## src/core/lcc_pkg.sv

```systemverilog
// Contract
// - cap priority requests per fairness interval
// - link control set view E0h, clear E4h
// - source bit one: roll on external tick
// - source bit zero: roll after 3072 offset ticks
// - master and root: cycle start each rollover
// - master off: load received cycle starts
// - overlong clears master; set refused while pending
// - count enable zero holds the offset between loads and external tick rolls
// - queue phy packets when enabled and running
// - accept self-id packets only when enabled
// - node id is bus over node index
// - bus reset clears valid; new number sets
// - root flag set when phy reports root
// - cable power flag follows phy status
// - writable ten-bit bus index, resets ones
// - node index loaded after self-id phase
// - write one sets or clears; zeros nothing
// - both views read the same contents
// - offset mod 3072, count 8000, seconds 128; with source bit one the offset runs on past 3071 and holds at 4095
package lcc_pkg;

    // register byte offsets
    localparam logic [7:0] OFS_FAIRNESS = 8'hdc;
    localparam logic [7:0] OFS_LINK_SET = 8'he0;
    localparam logic [7:0] OFS_LINK_CLR = 8'he4;
    localparam logic [7:0] OFS_NODE_ID = 8'he8;

    // link control field positions
    localparam int LC_ROLL_SRC_BIT = 22;
    localparam int LC_MASTER_BIT = 21;
    localparam int LC_CNT_EN_BIT = 20;
    localparam int LC_PHY_PKT_BIT = 10;
    localparam int LC_SELF_ID_BIT = 9;

    // node identity field layout
    localparam int NI_VALID_BIT = 31;
    localparam int NI_ROOT_BIT = 30;
    localparam int NI_POWER_BIT = 27;
    localparam int NI_BUS_LSB = 6;
    localparam int BUS_W = 10;
    localparam int NODE_W = 6;

    // reset values
    localparam logic [7:0] FAIRNESS_RESET = 8'h00;
    localparam logic [BUS_W-1:0] BUS_INDEX_RESET = 10'h3ff;
    localparam logic [NODE_W-1:0] NODE_INDEX_RESET = 6'h3f;

    // timing: offset clock derived from the system clock by phase accumulation
    localparam int CLK_KHZ = 200000;
    localparam int OFFSET_CLK_KHZ = 24576;
    localparam int CYCLE_PERIOD_US = 125;
    localparam int OFFSET_MOD = OFFSET_CLK_KHZ * CYCLE_PERIOD_US / 1000;
    localparam int COUNT_MOD = 8000;
    localparam int SECONDS_MOD = 128;
    localparam int OFS_W = 12;
    localparam int CNT_W = 13;
    localparam int SEC_W = 7;
    localparam int PHASE_W = 18;

endpackage

```

## src/core/lcc_cycle_timer.sv

```systemverilog
module lcc_cycle_timer
    import lcc_pkg::*;
(
    input wire logic clk,
    input wire logic rst_n,
    input wire logic count_en,
    input wire logic ext_source,
    input wire logic ext_tick,
    input wire logic load,
    input wire logic [31:0] load_value,
    output logic [OFS_W-1:0] offset,
    output logic [CNT_W-1:0] count,
    output logic [SEC_W-1:0] seconds,
    output logic rollover
);

    logic [PHASE_W-1:0] phase;
    wire [PHASE_W:0] phase_sum = {1'b0, phase} + (PHASE_W+1)'(OFFSET_CLK_KHZ);
    wire tick = phase_sum >= (PHASE_W+1)'(CLK_KHZ);
    wire [PHASE_W-1:0] next_phase = tick ? PHASE_W'(phase_sum - (PHASE_W+1)'(CLK_KHZ))
                                         : phase_sum[PHASE_W-1:0];
    wire offset_last = offset == OFS_W'(OFFSET_MOD - 1);
    // external mode holds at full scale rather than wrapping if the tick is late
    wire inc_ok = ext_source ? (offset != {OFS_W{1'b1}}) : 1'b1;
    wire int_roll = !ext_source && count_en && tick && offset_last;
    wire ext_roll = ext_source && ext_tick;
    wire roll = int_roll || ext_roll;
    wire count_last = count == CNT_W'(COUNT_MOD - 1);
    wire [OFS_W-1:0] next_offset = load ? load_value[OFS_W-1:0]
                                 : roll ? '0
                                 : (count_en && tick && inc_ok) ? offset + 1'b1
                                 : offset;
    wire [CNT_W-1:0] next_count = load ? load_value[24:12]
                                : roll ? (count_last ? '0 : count + 1'b1)
                                : count;
    wire [SEC_W-1:0] next_seconds = load ? load_value[31:25]
                                  : (roll && count_last) ? seconds + 1'b1
                                  : seconds;

    always_ff @(posedge clk)
    begin
        if (!rst_n)
        begin
            phase <= '0;
            offset <= '0;
            count <= '0;
            seconds <= '0;
            rollover <= 1'b0;
        end
        else
        begin
            phase <= next_phase;
            offset <= next_offset;
            count <= next_count;
            seconds <= next_seconds;
            rollover <= roll && !load;
        end
    end
endmodule

```

## src/core/lcc_link_core_control_regs.sv

```systemverilog
module lcc_link_core_control_regs
    import lcc_pkg::*;
#(
    parameter logic [7:0] PRI_REQ_LIMIT = FAIRNESS_RESET
)
(
    input wire logic clk,
    input wire logic rst_n,
    input wire logic [7:0] reg_addr,
    input wire logic reg_wr,
    input wire logic reg_rd,
    input wire logic [31:0] reg_wdata,
    output logic [31:0] reg_rdata,
    output logic reg_rd_valid,
    input wire logic external_cycle_tick_input,
    input wire logic overlong_cycle_event,
    input wire logic interrupt_event_register_overlong,
    input wire logic phy_bus_reset,
    input wire logic phy_node_update,
    input wire logic [NODE_W-1:0] phy_node_number,
    input wire logic phy_is_root,
    input wire logic phy_cable_power,
    input wire logic rx_cycle_start,
    input wire logic [31:0] rx_cycle_start_data,
    input wire logic rx_phy_packet,
    input wire logic rx_self_id_packet,
    input wire logic async_receive_request_run,
    input wire logic pri_arb_want,
    input wire logic fairness_interval_start,
    output logic pri_arb_req,
    output logic cycle_start_send,
    output logic queue_phy_packet,
    output logic queue_self_id_packet,
    output logic rollover_source_select,
    output logic cycle_start_generator_enable,
    output logic offset_count_enable,
    output logic accept_phy_packets,
    output logic accept_self_identification,
    output logic node_number_valid,
    output logic node_root,
    output logic cable_power_ok,
    output logic [BUS_W-1:0] bus_index,
    output logic [NODE_W-1:0] physical_node_index,
    output logic [BUS_W+NODE_W-1:0] node_id,
    output logic [OFS_W-1:0] cycle_tick_offset,
    output logic [CNT_W-1:0] cycle_counter_field,
    output logic [SEC_W-1:0] cycle_seconds_field
);

    function automatic logic sc_next(input logic cur, input logic set_b, input logic clr_b);
        sc_next = set_b ? 1'b1 : (clr_b ? 1'b0 : cur);
    endfunction

    function automatic logic [31:0] place(input logic v, input int pos);
        place = v ? (32'h1 << pos) : 32'h0;
    endfunction

    ////////////////////////////////////////////////////////////////////////////////
    // register decode

    wire sel_fair = reg_addr == OFS_FAIRNESS;
    wire sel_set = reg_addr == OFS_LINK_SET;
    wire sel_clr = reg_addr == OFS_LINK_CLR;
    wire sel_node = reg_addr == OFS_NODE_ID;
    wire wr_set = reg_wr && sel_set;
    wire wr_clr = reg_wr && sel_clr;
    wire wr_node = reg_wr && sel_node;

    wire set_src = wr_set && reg_wdata[LC_ROLL_SRC_BIT];
    wire clr_src = wr_clr && reg_wdata[LC_ROLL_SRC_BIT];
    wire set_cnt = wr_set && reg_wdata[LC_CNT_EN_BIT];
    wire clr_cnt = wr_clr && reg_wdata[LC_CNT_EN_BIT];
    wire set_phy = wr_set && reg_wdata[LC_PHY_PKT_BIT];
    wire clr_phy = wr_clr && reg_wdata[LC_PHY_PKT_BIT];
    wire set_sid = wr_set && reg_wdata[LC_SELF_ID_BIT];
    wire clr_sid = wr_clr && reg_wdata[LC_SELF_ID_BIT];
    // a pending overlong event blocks the set; the event itself beats software
    wire set_mst = wr_set && reg_wdata[LC_MASTER_BIT] && !interrupt_event_register_overlong;
    wire clr_mst = (wr_clr && reg_wdata[LC_MASTER_BIT]) || overlong_cycle_event;

    wire next_master = overlong_cycle_event ? 1'b0
                     : sc_next(cycle_start_generator_enable, set_mst, clr_mst);

    // undescribed bits read as zero and writes to them are dropped
    wire [31:0] link_word = place(rollover_source_select, LC_ROLL_SRC_BIT)
                          | place(cycle_start_generator_enable, LC_MASTER_BIT)
                          | place(offset_count_enable, LC_CNT_EN_BIT)
                          | place(accept_phy_packets, LC_PHY_PKT_BIT)
                          | place(accept_self_identification, LC_SELF_ID_BIT);
    wire [31:0] node_word = place(node_number_valid, NI_VALID_BIT)
                          | place(node_root, NI_ROOT_BIT)
                          | place(cable_power_ok, NI_POWER_BIT)
                          | {16'h0, bus_index, physical_node_index};
    logic [7:0] pri_limit;
    logic [7:0] pri_count;
    wire [31:0] fair_word = {24'h0, pri_limit};
    wire [31:0] rd_word = sel_fair ? fair_word
                        : (sel_set || sel_clr) ? link_word
                        : sel_node ? node_word
                        : 32'h0;

    ////////////////////////////////////////////////////////////////////////////////
    // external cycle tick: three stages, an edge counts once stages two and three agree

    logic tick_s1;
    logic tick_s2;
    logic tick_s3;
    logic tick_level;
    wire tick_agree = tick_s2 == tick_s3;
    wire ext_tick_rise = tick_agree && tick_s3 && !tick_level;

    always_ff @(posedge clk)
    begin
        if (!rst_n)
        begin
            tick_s1 <= 1'b0;
            tick_s2 <= 1'b0;
            tick_s3 <= 1'b0;
            tick_level <= 1'b0;
        end
        else
        begin
            tick_s1 <= external_cycle_tick_input;
            tick_s2 <= tick_s1;
            tick_s3 <= tick_s2;
            if (tick_agree)
            begin
                tick_level <= tick_s3;
            end
        end
    end

    ////////////////////////////////////////////////////////////////////////////////
    // link control set/clear flags

    always_ff @(posedge clk)
    begin
        if (!rst_n)
        begin
            rollover_source_select <= 1'b0;
            cycle_start_generator_enable <= 1'b0;
            offset_count_enable <= 1'b0;
            accept_phy_packets <= 1'b0;
            accept_self_identification <= 1'b0;
        end
        else
        begin
            rollover_source_select <= sc_next(rollover_source_select, set_src, clr_src);
            cycle_start_generator_enable <= next_master;
            offset_count_enable <= sc_next(offset_count_enable, set_cnt, clr_cnt);
            accept_phy_packets <= sc_next(accept_phy_packets, set_phy, clr_phy);
            accept_self_identification <= sc_next(accept_self_identification, set_sid, clr_sid);
        end
    end

    ////////////////////////////////////////////////////////////////////////////////
    // node identity

    always_ff @(posedge clk)
    begin
        if (!rst_n)
        begin
            node_number_valid <= 1'b0;
            node_root <= 1'b0;
            cable_power_ok <= 1'b0;
            bus_index <= BUS_INDEX_RESET;
            physical_node_index <= NODE_INDEX_RESET;
        end
        else
        begin
            // a new number in the reset cycle still marks the id valid
            if (phy_node_update)
            begin
                node_number_valid <= 1'b1;
                node_root <= phy_is_root;
                physical_node_index <= phy_node_number;
            end
            else if (phy_bus_reset)
            begin
                node_number_valid <= 1'b0;
                node_root <= 1'b0;
            end
            cable_power_ok <= phy_cable_power;
            if (wr_node)
            begin
                bus_index <= reg_wdata[NI_BUS_LSB +: BUS_W];
            end
        end
    end

    assign node_id = {bus_index, physical_node_index};

    ////////////////////////////////////////////////////////////////////////////////
    // fairness: priority requests granted up to the limit per interval

    wire [7:0] base_count = fairness_interval_start ? 8'h00 : pri_count;
    wire pri_grant = pri_arb_want && (base_count < pri_limit);

    always_ff @(posedge clk)
    begin
        if (!rst_n)
        begin
            pri_limit <= PRI_REQ_LIMIT;
            pri_count <= 8'h00;
            pri_arb_req <= 1'b0;
        end
        else
        begin
            pri_count <= pri_grant ? base_count + 8'h01 : base_count;
            pri_arb_req <= pri_grant;
        end
    end

    ////////////////////////////////////////////////////////////////////////////////
    // cycle timer, receive gating, read port

    logic timer_roll;
    // a master ignores incoming cycle starts; a follower resynchronises on them
    wire timer_load = rx_cycle_start && !cycle_start_generator_enable;

    lcc_cycle_timer u_timer (
        .clk(clk),
        .rst_n(rst_n),
        .count_en(offset_count_enable),
        .ext_source(rollover_source_select),
        .ext_tick(ext_tick_rise),
        .load(timer_load),
        .load_value(rx_cycle_start_data),
        .offset(cycle_tick_offset),
        .count(cycle_counter_field),
        .seconds(cycle_seconds_field),
        .rollover(timer_roll)
    );

    always_ff @(posedge clk)
    begin
        if (!rst_n)
        begin
            cycle_start_send <= 1'b0;
            queue_phy_packet <= 1'b0;
            queue_self_id_packet <= 1'b0;
            reg_rdata <= 32'h0;
            reg_rd_valid <= 1'b0;
        end
        else
        begin
            cycle_start_send <= timer_roll && cycle_start_generator_enable && node_root;
            queue_phy_packet <= rx_phy_packet && accept_phy_packets
                                && async_receive_request_run;
            queue_self_id_packet <= rx_self_id_packet && accept_self_identification;
            reg_rdata <= reg_rd ? rd_word : 32'h0;
            reg_rd_valid <= reg_rd;
        end
    end
endmodule

```

## config.mk

```make
export PLATFORM = sky130hd
export DESIGN_NAME = lcc_link_core_control_regs
export DESIGN_NICKNAME = d
export VERILOG_FILES = /design/src/core/lcc_pkg.sv /design/src/core/lcc_cycle_timer.sv /design/src/core/lcc_link_core_control_regs.sv
export SDC_FILE = /design/constraint.sdc
export NUM_CORES = 1
export LEC_CHECK = 0
export ABC_AREA = 1
export BUFFER_PORTS_ARGS = -buffer_cell sky130_fd_sc_hd__buf_4
export CAP_MARGIN = 40
export CORE_ASPECT_RATIO = 1.25
export CORE_MARGIN = 2
export CORE_UTILIZATION = 35
export CTS_CLUSTER_SIZE = 24
export DETAILED_ROUTE_END_ITERATION = 6
export MAX_ROUTING_LAYER = met4
export PLACE_DENSITY = 0.71
export SLEW_MARGIN = 25
export SYNTH_ARGS = -nofsm -noshare
export SYNTH_HDL_FRONTEND = slang
export SYNTH_SLANG_ARGS = --single-unit
```

## constraint.sdc

```tcl
create_clock -name clk -period 2.6 [get_ports clk]
set_input_delay 0 -clock clk [delete_from_list [all_inputs] [get_ports clk]]
set_output_delay 0 -clock clk [all_outputs]
set_load 0.03 [all_outputs]
```

==> results.md, run 1 <==
* Total Wirelength at 13600 um
* Post-synthesis sequential area ratio at 0.394
* Layout Area Growth over Synthesis at 42.2%
* Reg2Reg Capture Point: u_timer.count[1]$_SDFFE_PN0P_
* Fmax at 450 MHz
* Hold crit path type: primary input to flop
* Number of CTS-inserted buffers at 9
* Worst slew pin tran at 0.692 ns
* Worst Reg-to-Reg Cells at 15
* Primary FF master, synth: dfxtp_1
* CP required at 2.87 ns
* Antenna diode count at 0
* Final hold violations at 0
* Synthesized area at 5040 um2
* Initial core utilization at 0.354
* Number of global-route vias before repair at 4734
* Yosys reg bits at 99
* Critical path type: flop to flop
* Area leader, netlist: dfxtp_1
* Largest net degree at the start of global routing at 40
* Final setup viols at 0
* Worst Setup SP: u_timer.phase[13]$_SDFF_PN0_
* DR vias/cell at 4.52
* Startpoint Class: flop
* Initial antenna violation count at 0
* First-iteration detailed-routing DRC count at 198
* Setup crit end kind: flop
* CTS max path bufs at 2
* CTS Sinks at 99
* Routed WL per cell at 12.2 um
* Worst-Skew Late Latency at 0.35 ns
* Num rows at 49
* Dpl cell area at 6310 um2
* Post-DRT Antenna Nets at 0
* Chip height at 138 um
* Clock Skew at 0.00649 ns
* Yosys top cell area share at 0.394
* Flop2flop setup slack at 0.38 ns
* Die X at 111 um
* First-pass GRT wire length at 22300 um
* Layout cells sized above 1 at 0.238
* Non-filler cells, final at 1121
* Post-synth EDFFs at 0
* Placed insts at 1052
* Period utilization at 0.854
* TritonRoute pass-1 iters at 4
* Placer Congestion at 0.843
* WHS Endpoint: u_timer.offset[1]$_SDFFE_PN0P_
* Minimum clock period at 2.22 ns
* Pwr dens at 510 nW/um2
* Worst hold path depth at 5
* Peak VDD IR at 0.000362 V
* Status: completed
* Hold Crit Start: rx_cycle_start_data[1]
* Fin util at 0.503
* Maxcap violations at 0
* Total Nets Final at 1042
* Leak at 3.54 nW
* Filler instances at 1417
* Root Buffer: clkbuf_16
* RR Startpoint: u_timer.phase[13]$_SDFF_PN0_
* Post CTS Setup Buffer Count at 0
* Ys async rst share at 0
* I/O Buffers at 171
* TritonCTS clock tree: built
* Mapped Avg Cell Area at 6.84 um2
* GR Util All Layers at 0.181
* TNS Setup at 0 ns
* Drt drc at 0
* CP arrival at 2.49 ns
* Synth area leaders: dfxtp_1, nand2_1, nor2_1, inv_1, a21oi_1
* Crit Path Max Fanout at 17
* Reg clk slew, reported paths at 0.07 ns
* Rel. slew slack at 0.538
* Total congestion overflow at 0
* Design area at 7160 um2
* YS warnings at 0
* Die area at 15400 um2
* Syn Inst Count at 736
* RSZ-0062 raised after global routing: no
* Final Max Slew Viols at 0
* Vias at 5063
* H-tree levels at 3
* I/O pin total at 204
* Core footprint at 14200 um2
* Synth cell types at 36
* DP Wirelength at 9600 um
layout make-up:
cell class	count	area (um2)	area share
timing repair buffer	232	1900	0.265
clock buffer	10	239	0.0334
tap	178	223	0.0311
inverter	110	413	0.0577
clock inverter	6	72.6	0.0101
sequential	99	1980	0.277
multi-input combinational	486	2330	0.326
metal layers:
layer,GRT usage,wire length (um)
met5,-,0
met4,0.0682,306
met3,0.0250,554
met2,0.316,6870
met1,0.210,5910
Yosys cell counts (5+ instances only):
cell / count
nand4_1: 11
inv_1: 107
dfxtp_1: 99
nor2_2: 5
nand2_1: 144
xor2_1: 14
clkbuf_1: 12
nand3_1: 18
buf_2: 5
o21ai_0: 45
buf_4: 29
nor3_1: 17
nand2_2: 11
nor2_1: 124
a21oi_1: 50
ha_1: 9
registers in the layout, indices dropped and copies added, names as in the netlist, 6 cells and up:
signal and cells:
u_timer.phase 12, u_timer.offset 12, physical_node_index 6, u_timer.seconds 7
bus_index 10, reg_rdata 22, u_timer.count 13
timing repair:
| action | 4_1_cts | 5_1_grt |
|---|---|---|
| hold buffers | 51 | 0 |
| endpoints found under the hold margin | 40 | 0 |
| gates resized for setup | 0 | 0 |
per-stage QoR:
stage | hold WS (ns) | total power [mW] | setup slack, ns
4_1_cts | 0.00154 | 3.69 | 0.364
6_report | 0.0116 | 3.65 | 0.380
5_1_grt | 0.0274 | 3.83 | 0.0941
3_3_place_gp | 0.175 | 2.22 | 0.419
2_1_floorplan | 0.0768 | 2.03 | 0.491
3_5_place_dp | 0.178 | 2.23 | 0.393
placed cells by master (no fill, tap or decap), drive strengths merged:
cell type,n
dfxtp,99
ha,9
clkinv,3
nor2,131
a31o,1
clkbuf,10
nand2,157
nand3b,1
o22ai,2
nor3,17
nand4,11
xnor2,4
a22oi,1
o21ai,49
bufinv,1
conb,11
inv,111
clkinvlp,1
a21boi,1
dlygate4sd3,51
o31ai,1
buf,181
a31oi,2
nor4,2
nand3,22
xor2,14
a21oi,50
cells by family (layout without fill, tap and decap cells):
logic type / after synthesis / after routing / synth area share
adder cells (fa/ha/maj): 9 / 9 / 0.0224
flip-flops: 99 / 99 / 0.394
AO/OA/AOI/OAI: 107 / 107 / 0.110
XOR/XNOR: 18 / 18 / 0.0313
buffers and inverters: 161 / 358 / 0.151
other: 1 / 11 / 0.000745
AND/OR/NAND/NOR: 341 / 341 / 0.292
power breakdown:
group	switching (mW)	internal, mW	total [mW]
clock	0.602	0.783	1.38
sequential	0.0584	1.57	1.63
combinational	0.357	0.283	0.639
total	1.02	2.64	3.65
worst max path at each step:
stage / to / slack (ns)
after floorplan: u_timer.offset[10]$_SDFFE_PN0P_ / 0.49
after global placement: u_timer.count[11]$_SDFFE_PN0P_ / 0.42
after detailed placement: u_timer.count[12]$_SDFFE_PN0P_ / 0.39
after CTS: u_timer.count[1]$_SDFFE_PN0P_ / 0.36
after global routing: u_timer.phase[14]$_SDFF_PN0_ / 0.09
final: u_timer.count[1]$_SDFFE_PN0P_ / 0.38
worst max-delay path, stage by stage, from the launching register on:
cell     delay, ns
dfxtp_1       0.41
inv_2         0.07
ha_1          0.21
inv_1         0.07
nand2_1       0.06
nand2_1       0.12
nand2_1       0.07
nor2_1        0.11
nand2_1       0.07
nand2_2       0.08
nand2_4       0.08
nand3_4       0.09
nand3_4       0.22
inv_2         0.28
nand2_1       0.08
a21oi_1       0.13
Power figures use the tool's default switching activity.
==> run 2, diff against run 1 <==
- GPL_TIMING_DRIVEN: default -> 0
- PLACE_DENSITY: 0.71 -> 0.7
==> run 2 against run 1 <==
Effect of this change:
- sequential power about the same
- largest cell class unchanged
- cell count increased by 2.8%
- count of clock-buffer cells in the layout decreased by 1
- sequential cell count unchanged
- largest power group unchanged
- sequential share of layout area decreased by 0.53 points
- clock power about the same
- combinational power increased by 3%
- routed wire length increased by 3.7%
==> results.md, run 2 (synthesis gave the netlist of run 1 again) <==
* Status: completed
* Period utilization at 0.867 (+0.0132)
* Total congestion overflow at 0 (unchanged)
* Worst hold path depth at 5 (unchanged)
* Layout cells sized above 1 at 0.259 (+0.0212)
* TritonRoute pass-1 iters at 4 (unchanged)
* Largest regs: reg_rdata: 22 flops, u_timer.count: 13 flops
* Final Power at 3.68 mW (+0.68%)
* DP Wirelength at 10600 um (+10%)
* Number of CTS-inserted buffers at 9 (unchanged)
* Number of global-route vias before repair at 5020 (+6.0%)
* GR Util All Layers at 0.191 (+0.0106)
* Minimum clock period at 2.25 ns (+0.0344 ns)
* Dpl cell area at 6580 um2 (+4.3%)
* Fin util at 0.513 (+0.00985)
* Peak VDD IR at 0.000410 V (+13%)
* Worst slew pin tran at 0.626 ns (-0.0660 ns)
* CP top delay family: simple AND/OR/NAND/NOR gates
* Final setup viols at 0 (unchanged)
* Placer Congestion at 0.871 (+3.2%)
* Largest net degree at the start of global routing at 19 (-53%)
* Placed insts at 1095 (+4.1%)
* Worst-Skew Late Latency at 0.34 ns (about the same)
* RSZ-0062 raised after global routing: no
* Fmax at 444 MHz (-1.5%)
* Root Buffer: clkbuf_16
* First-iteration detailed-routing DRC count at 213 (+7.6%)
* TritonCTS clock tree: built
* Maxcap violations at 0 (unchanged)
* DR vias/cell at 4.48 (-0.75%)
* Final hold violations at 0 (unchanged)
* Hold Crit Start: rx_cycle_start_data[3]
* Leak at 3.65 nW (+3.1%)
* CTS max path bufs at 2 (unchanged)
* Filler instances at 1427 (+0.71%)
* Max incr delay on CP at 0.41 ns (about the same)
* Non-filler cells, final at 1152 (+2.8%)
* Initial antenna violation count at 0 (unchanged)
* I/O pin total at 204 (unchanged)
* RR Startpoint: u_timer.phase[13]$_SDFF_PN0_
* Setup crit end kind: flop
* Vias at 5164 (+2.0%)
* Routed WL per cell at 12.3 um (+0.91%)
* Crit path depth at 15 (unchanged)
* Max FFs per register at 22 (unchanged)
* Pwr dens at 504 nW/um2 (-1.3%)
* Chip height at 138 um (unchanged)
* Layout Area Growth over Synthesis at 44.9%
* Post-DRT Antenna Nets at 0 (unchanged)
* First-pass GRT wire length at 23800 um (+6.7%)
* Startpoint Class: flop
* Buf+Inv Stages, Crit Path at 3 (unchanged)
* Setup WS pre-CTS at 0.358 ns (-0.0349 ns)
* CTS Sinks at 99 (unchanged)
* Total Nets Final at 1073 (+3.0%)
* Slowest-stage cell, CP: dfxtp_1
* Final Max Slew Viols at 0 (unchanged)
* CP required at 2.84 ns (-0.03 ns)
* Reg clk slew, reported paths at 0.07 ns (about the same)
* Rel. slew slack at 0.583 (+0.0451)
* Min Hold Slack at 0.00629 ns (-0.00531 ns)
* I/O Buffers at 171 (unchanged)
* Hold crit path type: primary input to flop
* Commonest non-fill, non-tap cell in the layout: buf_4
* Core footprint at 14200 um2 (unchanged)
* Worst Setup SP: u_timer.phase[13]$_SDFF_PN0_
* TNS Setup at 0 ns (unchanged)
* Total Wirelength at 14100 um (+3.7%)
* Design area at 7300 um2 (+2.0%)
* H-tree levels at 3 (unchanged)
* Worst Reg-to-Reg Cells at 15 (unchanged)
* Clock Skew at 0.00581 ns (-0.000682 ns)
* Crit Path Max Fanout at 10 (-7)
* CP arrival at 2.50 ns (about the same)
* Fin worst setup slack at 0.345 ns (-0.0344 ns)
* Drt drc at 0 (unchanged)
* Largest Register: reg_rdata
* Initial core utilization at 0.354 (unchanged)
* Die X at 111 um (unchanged)
* Critical path type: flop to flop
* Die area at 15400 um2 (unchanged)
* Most frequent cells in the layout: buf_4, nand2_1, nor2_1
* Num rows at 49 (unchanged)
* Antenna diode count at 0 (unchanged)
* Worst path cell trace: inv_2, ha_1, inv_1, nand2_1, o21ai_0, nand2_1, nor2_2, nand2_2, nand2_4, nand3_2, nand2_2, nor2_4, buf_12, nor2_1, nor2_1
## run 2: cell types whose count changed in the layout (fill, tap and decap cells not counted)
cell	change
clkbuf_8	-1
dlygate4sd3_1	-10
buf_1	+1
buf_2	+5
buf_6	+3
inv_8	+1
buf_4	+22
clkbuf_1	+12
buf_8	-2
## run 2: path summary, 6_finish.rpt
kind	slack (ns)	endpoint
max	0.35	u_timer.offset[2]$_SDFFE_PN0P_
min	0.006	u_timer.offset[3]$_SDFFE_PN0P_
max reg2reg	0.35	u_timer.offset[2]$_SDFFE_PN0P_
min reg2reg	0.42	tick_s2$_SDFF_PN0_
## run 2: repair_timing
item | in CTS | in global routing
endpoints found under the setup margin | 0 | 0
hold buffers | 41 | 0
resized for setup | 0 | 0
setup buffers | 0 | 0
hold endpoints to repair | 35 | 0
## run 2: final cells by class
type | instances | area (um2) | share of cell area
buffer | 51 | 345 | 0.0473
clock buffer | 9 | 225 | 0.0309
clock inverter | 7 | 83.8 | 0.0115
inverter | 110 | 413 | 0.0566
multi-input combinational | 486 | 2330 | 0.320
sequential | 99 | 1980 | 0.272
tap | 178 | 223 | 0.0305
timing repair buffer | 212 | 1690 | 0.232
## run 2: power breakdown
group | internal [mW] | leakage [nW] | switching [mW]
clock network | 0.764 | 0.149 | 0.628
registers | 1.57 | 0.808 | 0.0586
logic | 0.292 | 2.69 | 0.365
## run 2: tightest hold or removal path, cell delays in order
cell    delay (ns)
buf_4         0.07
inv_1         0.03
nor2_1        0.09
nor2_1        0.05
nor2_1        0.08
## run 2: metal layers
layer | up-vias | wire length [um] | part of all wire | GRT usage
met5 | - | 0 | 0 | -
met4 | 0 | 208 | 0.015 | 0.0520
met3 | 18 | 693 | 0.049 | 0.0324
met2 | 145 | 7060 | 0.50 | 0.326
met1 | 2285 | 6190 | 0.44 | 0.234
li1 | 2716 | - | - | -
==> run 3, diff against run 2 <==
- CORE_UTILIZATION: 35 -> 49
- PLACE_DENSITY: 0.7 -> 0.9
==> run 3 against run 2 <==
Effect of this change:
- the flow now finishes with violations (DRC)
- first-iteration DRC count is 55% higher
- highest routed layer unchanged
- global-route usage is 7.9 points higher
- die area is 28% lower
- sequential cell count stayed put
- critical endpoint is now u_timer.offset[7]$_SDFFE_PN0P_
- largest cell class unchanged
- worst setup slack worse by 0.049 ns
==> results.md, run 3 (synthesis gave the netlist of run 1 again) <==
* Status: finished, violations left
* Failing checks: DRC
* Root Buffer: clkbuf_16
* DR vias/cell at 4.91 (+9.5%)
* Total Wirelength at 14700 um (+4.1%)
* Peak VDD IR at 0.000326 V (-20%)
* Pwr dens at 500 nW/um2 (-0.71%)
* CP top delay family: simple AND/OR/NAND/NOR gates
* Number of global-route vias before repair at 5162 (+2.8%)
* Commonest non-fill, non-tap cell in the layout: buf_4
* Hold-fix buffers, CTS at 41 (unchanged)
* Setup WS pre-CTS at 0.317 ns (-0.0412 ns)
* Final setup viols at 0 (unchanged)
* First-pass GRT wire length at 23500 um (-1.2%)
* CP arrival at 2.54 ns (+0.04 ns)
* Maxcap violations at 0 (unchanged)
* Die area at 11100 um2 (-28%)
* Non-filler cells, final at 1103 (-4.3%)
* Worst slew pin tran at 0.594 ns (-0.0313 ns)
* Routed WL per cell at 13.4 um (+8.7%)
* Hold crit path type: primary input to flop
* Initial antenna violation count at 0 (unchanged)
* Leak at 3.65 nW (-0.13%)
* Period utilization at 0.886 (+0.0187)
* Final Max Slew Viols at 0 (unchanged)
* Max FFs per register at 22 (unchanged)
* Final hold violations at 0 (unchanged)
* Reg clk slew, reported paths at 0.07 ns (about the same)
* Multi-input gate area at 2330 um2 (unchanged)
* Largest regs: reg_rdata: 22 flops, u_timer.count: 13 flops
* Placed insts at 1046 (-4.5%)
* Startpoint Class: flop
* Layout cells sized above 1 at 0.259 (unchanged)
* CTS Sinks at 99 (unchanged)
* Buf+Inv Stages, Crit Path at 3 (unchanged)
* Most frequent cells in the layout: buf_4, nand2_1, nor2_1
* Post-DRT Antenna Nets at 0 (unchanged)
* DP Wirelength at 10300 um (-2.3%)
* Die X at 94.7 um (-15%)
* Core footprint at 10100 um2 (-29%)
* First-iteration detailed-routing DRC count at 331 (+55%)
* Rel. slew slack at 0.604 (+0.0208)
* Most frequent CP cell: nand2_1
* Vias at 5412 (+4.8%)
* Initial core utilization at 0.501 (+0.147)
* Worst path cell trace: inv_2, ha_1, nand2_1, inv_1, nand2_1, nor2_1, nor2_1, nand2_1, nand2_2, nand2_4, nand3_2, nand2_2, nor2_4, buf_12, nand2_2, nand2_1, nor2_1
* Antenna diode count at 0 (unchanged)
* Register area at 1980 um2 (unchanged)
* Total congestion overflow at 0 (unchanged)
* Final Power at 3.61 mW (-1.8%)
* Flop2flop setup slack at 0.30 ns (-0.05 ns)
* H-tree levels at 3 (unchanged)
* Slowest-stage cell, CP: dfxtp_1
* Crit path depth at 17 (+2)
* TritonRoute pass-1 iters at 7 (+3)
* RSZ-0062 raised after global routing: no
* Total Nets Final at 1073 (unchanged)
* GRT Max-Usage Layer: met2
* GR Util All Layers at 0.270 (+0.0787)
* CTS resizes at 0 (unchanged)
* Fmax at 434 MHz (-2.1%)
* Largest net degree at the start of global routing at 20 (+1)
* TritonCTS clock tree: built
* Placer Congestion at 0.957 (+9.9%)
* Fin util at 0.718 (+0.205)
* Grt met1 use at 0.291 (+0.0572)
* Dpl cell area at 6520 um2 (-0.93%)
* Worst Reg-to-Reg Cells at 17 (+2)
* Design area at 7220 um2 (-1.1%)
* TNS Setup at 0 ns (unchanged)
* Number of CTS-inserted buffers at 9 (unchanged)
* Drt drc at 4 (+4)
* I/O Buffers at 171 (unchanged)
* GR Util met2 at 0.466 (+0.140)
* Chip height at 117 um (-15%)
* Post CTS Setup Buffer Count at 0 (unchanged)
* Worst-Skew Late Latency at 0.35 ns (about the same)
* Max incr delay on CP at 0.42 ns (about the same)
* Minimum clock period at 2.30 ns (+0.0487 ns)
* Filler instances at 737 (-48%)
* Met3 usage at 0.0488 (+0.0164)
* Fin worst setup slack at 0.297 ns (-0.0487 ns)
* Clock Skew at 0.00647 ns (+0.000664 ns)
* Num rows at 41 (-16%)
* I/O pin total at 204 (unchanged)
* Crit Path Max Fanout at 10 (unchanged)
* CTS max path bufs at 2 (unchanged)
* CP required at 2.84 ns (about the same)
* Setup crit end kind: flop
* Critical path type: flop to flop
* Largest Register: reg_rdata
* Worst hold path depth at 5 (unchanged)
* Layout Area Growth over Synthesis at 43.3%
* Min Hold Slack at 0.00165 ns (-0.00464 ns)
run 3: changes by cell type in the layout (fill, tap and decap cells not counted), sizes merged:
cell,delta
clkinv,-1
clkinvlp,-1
inv,+3
bufinv,-1
run 3: cell type report:
cell class	instances	share of cell area
Clock buffer	9	0.0312
Buffer	51	0.0478
Inverter	110	0.0572
Sequential cell	99	0.275
Clock inverter	7	0.00884
Multi-Input combinational cell	486	0.323
Tap cell	129	0.0224
Timing Repair Buffer	212	0.235
run 3: layer usage:
layer,wire length (um),share of wire
met3,1250,0.085
met1,5480,0.37
met5,0,0
met4,465,0.032
met2,7530,0.51
run 3: path summary, 6_finish.rpt:
check                                from                         endpoint
max reg2reg  u_timer.phase[13]$_SDFF_PN0_   u_timer.offset[7]$_SDFFE_PN0P_
min reg2reg            tick_s1$_SDFF_PN0_               tick_s2$_SDFF_PN0_
max          u_timer.phase[13]$_SDFF_PN0_   u_timer.offset[7]$_SDFFE_PN0P_
min               rx_cycle_start_data[26]  u_timer.seconds[1]$_SDFFE_PN0P_
run 3: worst reg2reg max path: cells and delay by family (launching register included):
| family | cells | cell delay (ns) |
|---|---|---|
| fa+ha+maj | 1 | 0.34 |
| simple gates | 13 | 1.14 |
| buf+inv | 3 | 0.29 |
| flops | 1 | 0.42 |
run 3: power by group:
part	switching [mW]	internal, mW	total (mW)
registers	0.0609	1.57	1.63
clock network	0.638	0.676	1.31
logic	0.373	0.293	0.666
total	1.07	2.54	3.61
